===== src/design/cpma_pkg.sv =====
// constants and carrier types for the cpu port and module access fabric
//
// Functional notes
// - hold the processor in reset 250 us after power-on is reached
// - power-on reset forces every processor register to its default
// - power-on reset clears every module power-enable bit
// - sixteen processor registers, each a 16-bit word
// - five registers have fixed roles, the others are general purpose
// - halted processor: host reads accumulator, pointer and instruction word
// - other processor registers are not visible to the serial host
// - sixteen 16-bit ports, directly reachable by the serial host
// - ports move to and from the accumulator only by port instructions
// - no other instruction reads or changes any port
// - last three ports are the only path to module registers
// - config holds settings, data holds results, control starts or powers
// - temperature conversion always uses four times the 1.25 V reference
// - temperature result is a 16-bit two's-complement word
// - execution and conversion stay in step with the system clock
// - clock comes from the internal or an external 250 MHz source
// - a timer spaces converter samples at uniform intervals
`default_nettype none
package cpma_pkg;
  // =========================================================
  // sizes and timing
  localparam int CPMA_W = 16;
  localparam int CPMA_NREG = 16;
  localparam int CPMA_CLK_PS = 4000;
  localparam int CPMA_POR_HOLD_US = 250;
  localparam int CPMA_POR_HOLD_CYC =
    (CPMA_POR_HOLD_US * 1000000 + CPMA_CLK_PS - 1) / CPMA_CLK_PS;
  localparam logic [15:0] CPMA_RST_WORD = 16'h0000;
  // =========================================================
  // fixed-role registers
  localparam logic [3:0] CPMA_REG_ACC = 4'h0;
  localparam logic [3:0] CPMA_REG_PTR = 4'h1;
  localparam logic [3:0] CPMA_REG_LOOP = 4'h2;
  localparam logic [3:0] CPMA_REG_MULH = 4'h3;
  localparam logic [3:0] CPMA_REG_STAT = 4'h4;
  // =========================================================
  // indirect module ports and module register map
  localparam logic [3:0] CPMA_PORT_D = 4'hd;
  localparam logic [3:0] CPMA_PORT_E = 4'he;
  localparam logic [3:0] CPMA_PORT_F = 4'hf;
  localparam int CPMA_CMD_WR_BIT = 15;
  localparam logic [3:0] CPMA_MREG_CFG1 = 4'h0;
  localparam logic [3:0] CPMA_MREG_CFG2 = 4'h1;
  localparam logic [3:0] CPMA_MREG_CFGT = 4'h2;
  localparam logic [3:0] CPMA_MREG_ADC_CTRL = 4'h3;
  localparam logic [3:0] CPMA_MREG_DATA1 = 4'h4;
  localparam logic [3:0] CPMA_MREG_DATA2 = 4'h5;
  localparam logic [3:0] CPMA_MREG_DATAT = 4'h6;
  localparam logic [3:0] CPMA_MREG_TMR = 4'h7;
  localparam logic [3:0] CPMA_MREG_PWR = 4'h8;
  localparam int CPMA_TMR_RUN_BIT = 15;
  localparam logic [1:0] CPMA_REF_BG4 = 2'h2;
  // =========================================================
  // serial host frame: 8 command bits then 16 data bits
  localparam logic [4:0] CPMA_CMD_BITS = 5'h08;
  localparam logic [4:0] CPMA_FRAME_BITS = 5'h18;

  typedef enum logic [3:0] {
    CPMA_HOP_PORT_WR = 4'b0000,
    CPMA_HOP_PORT_RD = 4'b0001,
    CPMA_HOP_ACC_RD = 4'b0010,
    CPMA_HOP_PTR_RD = 4'b0011,
    CPMA_HOP_INSTR_RD = 4'b0100,
    CPMA_HOP_HALT = 4'b0101,
    CPMA_HOP_RUN = 4'b0110
  } cpma_hop_e;

  typedef enum logic [2:0] {
    CPMA_COP_NOP = 3'b000,
    CPMA_COP_REG_WR = 3'b001,
    CPMA_COP_REG_RD = 3'b010,
    CPMA_COP_PORT_RD = 3'b011,
    CPMA_COP_PORT_WR = 3'b100
  } cpma_cop_e;

  typedef struct packed {
    logic valid;
    cpma_cop_e op;
    logic [3:0] idx;
    logic [15:0] data;
  } cpma_cpu_req_s;

  typedef struct packed {
    logic [15:0] acc;
    logic [15:0] ptr;
    logic [15:0] rd_data;
    logic run;
  } cpma_cpu_out_s;

  typedef struct packed {
    logic [2:0] chan;
    logic [1:0] ref_sel;
    logic start;
  } cpma_adc_out_s;

  typedef struct packed {
    logic [1:0] cs_n_s;
    logic [1:0] sclk_s;
    logic [1:0] di_s;
    logic [1:0] cksel_s;
    logic sclk_d;
    logic cs_n_d;
    logic [4:0] bit_cnt;
    logic [23:0] rx;
    logic [15:0] tx;
    logic do_bit;
    logic [16:0] por_cnt;
    logic por_done;
    logic halted;
    logic adc_busy;
    logic [15:0] tmr_cnt;
    logic tick;
    logic ext_clk;
    logic [CPMA_NREG-1:0][15:0] regs;
    logic [CPMA_NREG-1:0][15:0] ports;
    logic [CPMA_NREG-1:0][15:0] mregs;
    logic [15:0] instr;
    cpma_cpu_out_s cpu;
    cpma_adc_out_s adc;
  } cpma_state_s;
endpackage
`default_nettype wire


===== src/design/cpma_core.sv =====
// cpu register file, port fabric, module registers and serial debug access
`default_nettype none
module cpma_core
  import cpma_pkg::*;
#(
  parameter int POR_HOLD_CYC = CPMA_POR_HOLD_CYC
) (
  input wire logic clk_sys,
  input wire logic sys_rst,
  input wire logic clock_sel_pin,
  input wire logic spi_cs_n,
  input wire logic spi_sclk,
  input wire logic spi_di,
  output logic spi_do,
  output logic spi_do_oe,
  input wire cpma_cpu_req_s cpu_req,
  input wire logic [15:0] flash_instr,
  output cpma_cpu_out_s cpu_out,
  input wire logic adc_done,
  input wire logic [15:0] adc_result,
  output cpma_adc_out_s adc_out,
  output logic [15:0] module_power,
  output logic sample_tick,
  output logic ext_clk_sel
);

  cpma_state_s st_reg;
  cpma_state_s st_next;

  // =========================================================
  // combinational next state
  always_comb begin
    logic sclk_rise;
    logic sclk_fall;
    logic frame_start;
    logic [15:0] fport_cmd;
    logic fport_wr;
    logic [3:0] midx;
    logic [23:0] rx_new;
    logic [15:0] ctrl;
    logic [1:0] cfg_ref;
    sclk_rise = 1'b0;
    sclk_fall = 1'b0;
    frame_start = 1'b0;
    fport_cmd = 16'h0000;
    fport_wr = 1'b0;
    midx = 4'h0;
    rx_new = 24'h000000;
    ctrl = 16'h0000;
    cfg_ref = 2'h0;
    st_next = st_reg;

    // pins pass two flops; only stage 2 feeds the edge logic
    st_next.cs_n_s = {st_reg.cs_n_s[0], spi_cs_n};
    st_next.sclk_s = {st_reg.sclk_s[0], spi_sclk};
    st_next.di_s = {st_reg.di_s[0], spi_di};
    st_next.cksel_s = {st_reg.cksel_s[0], clock_sel_pin};
    st_next.sclk_d = st_reg.sclk_s[1];
    st_next.cs_n_d = st_reg.cs_n_s[1];
    st_next.ext_clk = st_reg.cksel_s[1];
    sclk_rise = st_reg.sclk_s[1] & ~st_reg.sclk_d;
    sclk_fall = ~st_reg.sclk_s[1] & st_reg.sclk_d;
    frame_start = ~st_reg.cs_n_s[1] & st_reg.cs_n_d;
    st_next.adc.start = 1'b0;
    st_next.tick = 1'b0;

    // power-on hold before execution may begin
    if (!st_reg.por_done) begin
      if (st_reg.por_cnt == 17'(POR_HOLD_CYC - 1)) begin
        st_next.por_done = 1'b1;
      end else begin
        st_next.por_cnt = st_reg.por_cnt + 17'h00001;
      end
    end

    // =========================================================
    // processor requests, honoured only while running
    if (cpu_req.valid && st_reg.cpu.run) begin
      case (cpu_req.op)
        CPMA_COP_REG_WR: begin
          st_next.regs[cpu_req.idx] = cpu_req.data;
        end
        CPMA_COP_REG_RD: begin
          st_next.cpu.rd_data = st_reg.regs[cpu_req.idx];
        end
        CPMA_COP_PORT_RD: begin
          st_next.regs[CPMA_REG_ACC] = st_reg.ports[cpu_req.idx];
        end
        CPMA_COP_PORT_WR: begin
          st_next.ports[cpu_req.idx] = st_reg.regs[CPMA_REG_ACC];
          if (cpu_req.idx == CPMA_PORT_F) begin
            fport_wr = 1'b1;
            fport_cmd = st_reg.regs[CPMA_REG_ACC];
          end
        end
        default: begin
        end
      endcase
    end

    // =========================================================
    // serial host: command byte, then 16 data bits msb first
    if (st_reg.cs_n_s[1]) begin
      st_next.bit_cnt = 5'h00;
    end else if (frame_start) begin
      st_next.bit_cnt = 5'h00;
      st_next.rx = 24'h000000;
    end else if (sclk_rise && st_reg.bit_cnt != CPMA_FRAME_BITS) begin
      rx_new = {st_reg.rx[22:0], st_reg.di_s[1]};
      st_next.rx = rx_new;
      st_next.bit_cnt = st_reg.bit_cnt + 5'h01;
      if (st_reg.bit_cnt == CPMA_CMD_BITS - 5'h01) begin
        case (rx_new[7:4])
          CPMA_HOP_PORT_RD: st_next.tx = st_reg.ports[rx_new[3:0]];
          // debug reads carry no validity flag; host halts first
          CPMA_HOP_ACC_RD: st_next.tx = st_reg.regs[CPMA_REG_ACC];
          CPMA_HOP_PTR_RD: st_next.tx = st_reg.regs[CPMA_REG_PTR];
          CPMA_HOP_INSTR_RD: st_next.tx = st_reg.instr;
          CPMA_HOP_HALT: st_next.halted = 1'b1;
          CPMA_HOP_RUN: st_next.halted = 1'b0;
          // any other register stays hidden from the host
          default: st_next.tx = 16'h0000;
        endcase
      end
      if (st_reg.bit_cnt == CPMA_FRAME_BITS - 5'h01 &&
          rx_new[23:20] == CPMA_HOP_PORT_WR) begin
        // host write wins over a processor port write in the same cycle
        st_next.ports[rx_new[19:16]] = rx_new[15:0];
        if (rx_new[19:16] == CPMA_PORT_F) begin
          fport_wr = 1'b1;
          fport_cmd = rx_new[15:0];
        end
      end
    end
    if (sclk_fall && !st_reg.cs_n_s[1] && st_reg.bit_cnt >= CPMA_CMD_BITS) begin
      st_next.do_bit = st_reg.tx[15];
      st_next.tx = {st_reg.tx[14:0], 1'b0};
    end

    // =========================================================
    // indirect module access: f holds command, d write data, e read data
    if (fport_wr) begin
      midx = fport_cmd[3:0];
      if (fport_cmd[CPMA_CMD_WR_BIT]) begin
        // result registers are written only by the converter
        if (midx != CPMA_MREG_DATA1 && midx != CPMA_MREG_DATA2 &&
            midx != CPMA_MREG_DATAT) begin
          st_next.mregs[midx] = st_next.ports[CPMA_PORT_D];
        end
        if (midx == CPMA_MREG_ADC_CTRL &&
            st_next.ports[CPMA_PORT_D][2:0] != 3'h0) begin
          st_next.adc_busy = 1'b1;
          st_next.adc.start = 1'b1;
        end
      end else begin
        st_next.ports[CPMA_PORT_E] = st_reg.mregs[midx];
      end
    end

    // =========================================================
    // converter channel and reference steering
    ctrl = st_next.mregs[CPMA_MREG_ADC_CTRL];
    st_next.adc.chan = ctrl[2:0];
    if (ctrl[2]) begin
      st_next.adc.ref_sel = CPMA_REF_BG4;
    end else if (ctrl[1]) begin
      cfg_ref = st_next.mregs[CPMA_MREG_CFG2][1:0];
      st_next.adc.ref_sel = cfg_ref;
    end else begin
      cfg_ref = st_next.mregs[CPMA_MREG_CFG1][1:0];
      st_next.adc.ref_sel = cfg_ref;
    end
    if (adc_done && st_reg.adc_busy) begin
      st_next.adc_busy = 1'b0;
      if (st_reg.mregs[CPMA_MREG_ADC_CTRL][2]) begin
        st_next.mregs[CPMA_MREG_DATAT] = adc_result;
      end else if (st_reg.mregs[CPMA_MREG_ADC_CTRL][1]) begin
        st_next.mregs[CPMA_MREG_DATA2] = adc_result;
      end else begin
        st_next.mregs[CPMA_MREG_DATA1] = adc_result;
      end
      st_next.mregs[CPMA_MREG_ADC_CTRL][2:0] = 3'h0;
    end

    // =========================================================
    // sample timer: reload value sets the tick spacing
    if (st_reg.mregs[CPMA_MREG_PWR][CPMA_TMR_RUN_BIT]) begin
      if (st_reg.tmr_cnt == 16'h0000) begin
        st_next.tmr_cnt = st_reg.mregs[CPMA_MREG_TMR];
        st_next.tick = 1'b1;
      end else begin
        st_next.tmr_cnt = st_reg.tmr_cnt - 16'h0001;
      end
    end else begin
      st_next.tmr_cnt = st_reg.mregs[CPMA_MREG_TMR];
    end

    // =========================================================
    // run gate and debug snapshot; conversions also stall the cpu
    st_next.cpu.run = st_next.por_done & ~st_next.halted &
                      ~st_next.adc_busy;
    if (st_reg.cpu.run) begin
      st_next.instr = flash_instr;
    end
    st_next.cpu.acc = st_next.regs[CPMA_REG_ACC];
    st_next.cpu.ptr = st_next.regs[CPMA_REG_PTR];
  end

  // =========================================================
  // state register
  always_ff @(posedge clk_sys) begin
    if (sys_rst) begin
      st_reg <= '0;
      st_reg.cs_n_s <= 2'b11;
      st_reg.cs_n_d <= 1'b1;
      for (int i = 0; i < CPMA_NREG; i++) begin
        st_reg.regs[i] <= CPMA_RST_WORD;
      end
    end else begin
      st_reg <= st_next;
    end
  end

  // =========================================================
  // outputs straight from the state flops
  assign spi_do = st_reg.do_bit;
  assign spi_do_oe = ~st_reg.cs_n_s[1];
  assign cpu_out = st_reg.cpu;
  assign adc_out = st_reg.adc;
  assign module_power = st_reg.mregs[CPMA_MREG_PWR];
  assign sample_tick = st_reg.tick;
  assign ext_clk_sel = st_reg.ext_clk;

endmodule
`default_nettype wire


===== config.mk =====
export PLATFORM = sky130hd
export DESIGN_NAME = cpma_core
export DESIGN_NICKNAME = d
export VERILOG_FILES = /design/src/design/cpma_pkg.sv /design/src/design/cpma_core.sv
export SDC_FILE = /design/constraint.sdc
export NUM_CORES = 2
export LEC_CHECK = 0
export ABC_AREA = 1
export BUFFER_PORTS_ARGS = -buffer_cell sky130_fd_sc_hd__buf_2
export CORE_MARGIN = 4
export CORE_UTILIZATION = 63
export CTS_CLUSTER_DIAMETER = 100
export CTS_CLUSTER_SIZE = 30
export DETAILED_ROUTE_END_ITERATION = 16
export GPL_TIMING_DRIVEN = 0
export PLACE_DENSITY_LB_ADDON = 0.08
export SYNTH_ARGS = -nofsm -noshare
export SYNTH_HDL_FRONTEND = slang
export SYNTH_SLANG_ARGS = --single-unit

===== constraint.sdc =====
create_clock -name clk_sys -period 2.9 [get_ports clk_sys]
set_input_delay 0 -clock clk_sys [delete_from_list [all_inputs] [get_ports clk_sys]]
set_output_delay 0 -clock clk_sys [all_outputs]
set_load 0.1 [all_outputs]

==> reports/summary.txt, run 1 <==
Mapped Area -> 43400 um2
Die X -> 271 um
Yosys reg bits -> 900
Post-synth EDFFs -> 0
cts bufs inserted -> 39
I/O pin total -> 138
Synth Warn # -> 0
post-DP HPWL -> 166000 um
Synth cell types -> 52
Syn Nets -> 6386
H-tree depth -> 2
IO buf count -> 136
grt ovf -> 11
row count -> 96
Gate Count Post-Synth -> 6318
vias in the first global route -> 51800
asr flop ratio synth -> 0%
Die Y -> 271 um
outcome -> aborted with a tool error
Avg Inst Size Synth -> 6.88 um2
prevailing post-synth register cell -> dfxtp_1
error msg -> [ERROR GRT-0116] Global routing finished with congestion. Check the congestion regions in the DRC Viewer.
register area share after synthesis -> 41.5%
largest net degree at the start of global routing -> 31
placed cells -> 7336
Initial Utilization -> 63.4%
routability congestion estimate -> 1.25
root buffer cell -> clkbuf_16
Last stage -> 5_1_grt
Post-Place Setup Slack -> -0.927 ns
gr usage total -> 63.1%
CTS Sinks -> 900
global-route wire length before repair -> 346000 um
CTS max path bufs -> 3
[per-layer routing]
layer / track usage [%] / overflow
met1: 64.5 / 0
met3: 37.9 / 0
met5: 14.7 / 0
met2: 85.3 / 3
met4: 63.7 / 8
[repair_timing]
item,CTS
setup buffers,39
gates resized for setup,189
endpoints found under the hold margin,177
cloned,1
pin swaps,31
setup endpoints to repair,534
hold buffers,57
[cells by family after synthesis]
logic type	count (synthesis)	synth area share, %
compound gates	2408	29.3
xor+xnor	10	0.202
fa+ha+maj	5	0.144
buf+inv	1026	9.79
flops	900	41.5
mux	1	0.0259
simple gates	1968	19.1
[metrics by stage]
stage	hold WS, ns	cell area (um2)
3_5_place_dp	0.202	45200
2_1_floorplan	0.104	43400
4_1_cts	0.0310	47900
3_3_place_gp	0.198	45200
[cells in the mapped netlist (3+ instances only)]
master / number / area share [%]
o21ai_0: 1288 / 15
dfxtp_1: 900 / 41
nand2_1: 830 / 7.2
a21oi_1: 765 / 8.8
nor2_1: 604 / 5.2
clkbuf_1: 424 / 3.7
nand3_1: 411 / 4.7
inv_1: 395 / 3.4
o21ai_1: 98 / 1.1
buf_4: 80 / 1.4
a22oi_1: 68 / 1.2
buf_2: 59 / 0.68
a31oi_1: 47 / 0.68
nor3_1: 41 / 0.47
nand4_1: 37 / 0.53
buf_1: 34 / 0.29
o221ai_1: 33 / 0.67
o211ai_1: 26 / 0.45
o22ai_1: 25 / 0.36
inv_2: 20 / 0.17
o2111ai_1: 15 / 0.30
o21ai_2: 12 / 0.24
a22o_1: 11 / 0.22
clkinv_1: 9 / 0.078
nor2_2: 9 / 0.13
nor4_1: 7 / 0.10
a221oi_1: 6 / 0.12
xor2_1: 6 / 0.12
a211oi_1: 5 / 0.086
ha_1: 5 / 0.14
nand2_2: 5 / 0.072
nand2_4: 5 / 0.13
nor3_4: 4 / 0.15
xnor2_1: 4 / 0.081
a41oi_1: 3 / 0.060
buf_6: 3 / 0.078
nor2_4: 3 / 0.078
or2_2: 3 / 0.043
==> inputs of run 2 (changes only) <==
- CORE_UTILIZATION: 63 -> 40
- CTS_CLUSTER_DIAMETER: 100 -> default
- CTS_CLUSTER_SIZE: 30 -> default
- PLACE_DENSITY_LB_ADDON: 0.08 -> 0.15
==> reports/summary.txt, run 2 <==
post-detailed-route via-to-cell ratio -> 6.21
Gate Count Post-Synth -> 6318 (unchanged)
Worst Path Max Fanout -> 10
Net Switching -> 6.78 mW
DP Area -> 45900 um2 (was 45200 um2)
crit path kind -> in2reg
Die X -> 338 um (was 271 um)
clock network power share -> 50.0%
Final Hold Viols -> 0
Synth Warn # -> 0 (unchanged)
Max-Cap Viols -> 5
Post-Place Setup Slack -> -1.57 ns (was -0.927 ns)
die area -> 114000 um2
R2R cell count -> 5
top post-synthesis cells by area -> dfxtp_1, o21ai_0, a21oi_1, nand2_1, nor2_1 (unchanged)
Die Y -> 338 um (was 271 um)
I/O pin total -> 138 (unchanged)
leading area contributor after synthesis -> dfxtp_1 (unchanged)
row count -> 120 (was 96)
overall routed net length -> 266000 um
Syn Nets -> 6386 (unchanged)
most common cell after layout, fill and taps aside -> o21ai_0
post-layout util -> 48.2%
Setup crit end kind -> flop
clk slew on worst S/H paths -> 0.06 ns
# DRC -> 0
clk_skew -> 0.0398 ns
met3 GRT Util -> 11.3%
initial antenna violation count -> 26
number of DRC markers in iteration 0 -> 7248
routability congestion estimate -> 1.07 (was 1.25)
CTS tree -> done
CP startpoint -> cpu_req[16]
routed vias -> 50900
reg2reg end -> st_reg[886]$_SDFFE_PP0P_
Synth cell types -> 52 (unchanged)
final setup fails -> 17
Final WS setup -> -0.183 ns
worst-skew pair later-pin latency -> 0.73 ns
CTS max path bufs -> 3 (unchanged)
most frequent cells in the layout -> o21ai_0, dfxtp_1, nand2_1, a21oi_1, nor2_1
Switching Fraction -> 24.8%
r2r startpoint -> cpu_out[41]$_SDFFE_PP0P_
CTS Sinks -> 900 (unchanged)
cts bufs inserted -> 101 (was 39)
power density over the cells -> 529 nW/um2
Post-synth EDFFs -> 0 (unchanged)
Reg2Reg Setup Slack -> -0.16 ns
failing checks -> capacitance limit, slew limit, setup timing
RSZ-0062 raised after global routing -> yes
Worst Max-Slew Pin Slew -> 1.57 ns
grt ovf -> 0
Peak VDD IR -> 0.564 mV
global-route wire length before repair -> 359000 um
Initial Utilization -> 40.4% (was 63.4%)
largest net degree at the start of global routing -> 14
core region area -> 108000 um2
Leak Pwr -> 19.7 nW
post-DP HPWL -> 200000 um (was 166000 um)
crit path to -> cpu_out[42]$_SDFFE_PP0P_
met1 Resource Use GR -> 54.0%
most common cell in the netlist -> o21ai_0 (unchanged)
Synth top cells by count -> o21ai_0, dfxtp_1, nand2_1, a21oi_1, nor2_1 (unchanged)
Yosys reg bits -> 900 (unchanged)
prevailing post-synth register cell -> dfxtp_1 (unchanged)
first drt pass iteration count -> 8
register area share after synthesis -> 41.5% (unchanged)
crit start category -> primary input
WL per Instance -> 32.4 um
root buffer cell -> clkbuf_16 (unchanged)
routing usage on met2 -> 66.4%
vias in the first global route -> 46100
gr usage total -> 44.8%
share of the synthesized area in the top cell type -> 41.5% (unchanged)
nets -> 6766
post-route design area -> 51800 um2
gr busiest metal -> met2
Max Slew Vio Count -> 45
Avg Inst Size Synth -> 6.88 um2 (unchanged)
H-tree depth -> 3 (was 2)
Max Clock Freq -> 0.324 GHz
layout cells sized above 1 -> 11.8%
Min Clock Period, post-route -> 3.08 ns
Mapped Area -> 43400 um2 (unchanged)
antenna-violating nets left -> 0
sequential share of power -> 45.2%
asr flop ratio synth -> 0% (unchanged)
Crit path required time -> 3.47 ns
Internal Power -> 20.6 mW
IO buf count -> 136 (unchanged)
headroom to the max-slew limit -> -4.36%
combinational power share -> 4.8%
Tcrit/Tclk final -> 106%
P&R area growth vs syn -> 19.2%
outcome -> finished, violations left (was aborted with a tool error)
HP Class -> in2reg
max reg flops -> 819
critical path arrival -> 3.66 ns
==> run 2: worst max-delay path, cell delays in order <==
cell and delay [ns]:
buf_4 0.18, inv_2 0.11, nor2_1 0.06, clkbuf_2 0.30, inv_1 0.31, clkbuf_2 0.38, clkbuf_2 0.47, o21ai_0 0.34
o21ai_0 0.77, nand4_1 0.35, o211ai_1 0.28, a21oi_1 0.08
==> run 2: what timing repair did <==
action | in CTS | in global routing
gates resized for setup | 270 | 160
buffers inserted | 60 | 24
setup endpoints to repair | 739 | 387
pin swaps | 40 | 30
hold buffers | 57 | 1
gates cloned | 0 | 4
endpoints found under the hold margin | 185 | 4
==> run 2: per-stage QoR <==
step	hold WS, ns	instances	setup TNS [ns]	power [mW]
after detailed placement	0.194	7858	-502.89	13.8
after CTS	0.0176	8151	-0.00169	27.3
after floorplan	0.104	6318	0	13.1
after global placement	0.189	7857	-488.07	13.8
after global routing	0.0696	8179	-0.00314	27.8
final	0.0543	8191	-0.778	27.4
==> run 2: cell type report <==
cell class / instances / area, um2
Clock buffer: 139 / 2910
Timing Repair Buffer: 282 / 2060
Tap cell: 1403 / 1760
Fill cell: 11100 / 55700
Inverter: 426 / 1660
Clock inverter: 41 / 542
Buffer: 593 / 2910
Multi-Input combinational cell: 4394 / 21900
Antenna cell: 13 / 32.5
Sequential cell: 900 / 18000
==> run 2: worst min path at each step <==
stage	startpoint	endpoint	slack, ns	cells after the start
floorplan	spi_cs_n	st_next[932]$_SDFF_PP1_	0.10	1
global placement	spi_cs_n	st_next[932]$_SDFF_PP1_	0.19	2
detailed placement	spi_cs_n	st_next[932]$_SDFF_PP1_	0.19	2
CTS	cpu_req[19]	cpu_out[35]$_SDFFE_PP0P_	0.02	6
global route	flash_instr[8]	st_reg[63]$_SDFFE_PP0P_	0.07	4
finish	cpu_req[19]	cpu_out[35]$_SDFFE_PP0P_	0.05	6
==> run 2: cell families (layout without fill, tap and decap cells) <==
| kind of cell | after synthesis | after routing | share of synthesized area, % |
|---|---|---|---|
| flip-flops | 900 | 900 | 41.5 |
| other | 0 | 13 | 0 |
| buffers and inverters | 1026 | 1481 | 9.79 |
| XOR/XNOR | 10 | 10 | 0.202 |
| AND/OR/NAND/NOR | 1968 | 1970 | 19.1 |
| AO/OA/AOI/OAI | 2408 | 2408 | 29.3 |
| multiplexers | 1 | 1 | 0.0259 |
| adder cells (fa/ha/maj) | 5 | 5 | 0.144 |
==> run 2: power by group through the flow <==
stage	clock network, mW	registers (mW)	logic (mW)
5_1_grt	14.1	12.4	1.31
4_1_cts	13.7	12.4	1.23
6_report	13.7	12.4	1.31
3_5_place_dp	0	12.7	1.16
3_3_place_gp	0	12.7	1.16
2_1_floorplan	0	12.7	0.494
==> run 2: metal layers <==
metal / routed length (um) / share of wire, %
met4: 28800 / 11
met1: 98500 / 37
met2: 110000 / 42
met3: 27700 / 10
met5: 44 / 0.017
No activity file was read; power rests on OpenSTA's default activity.
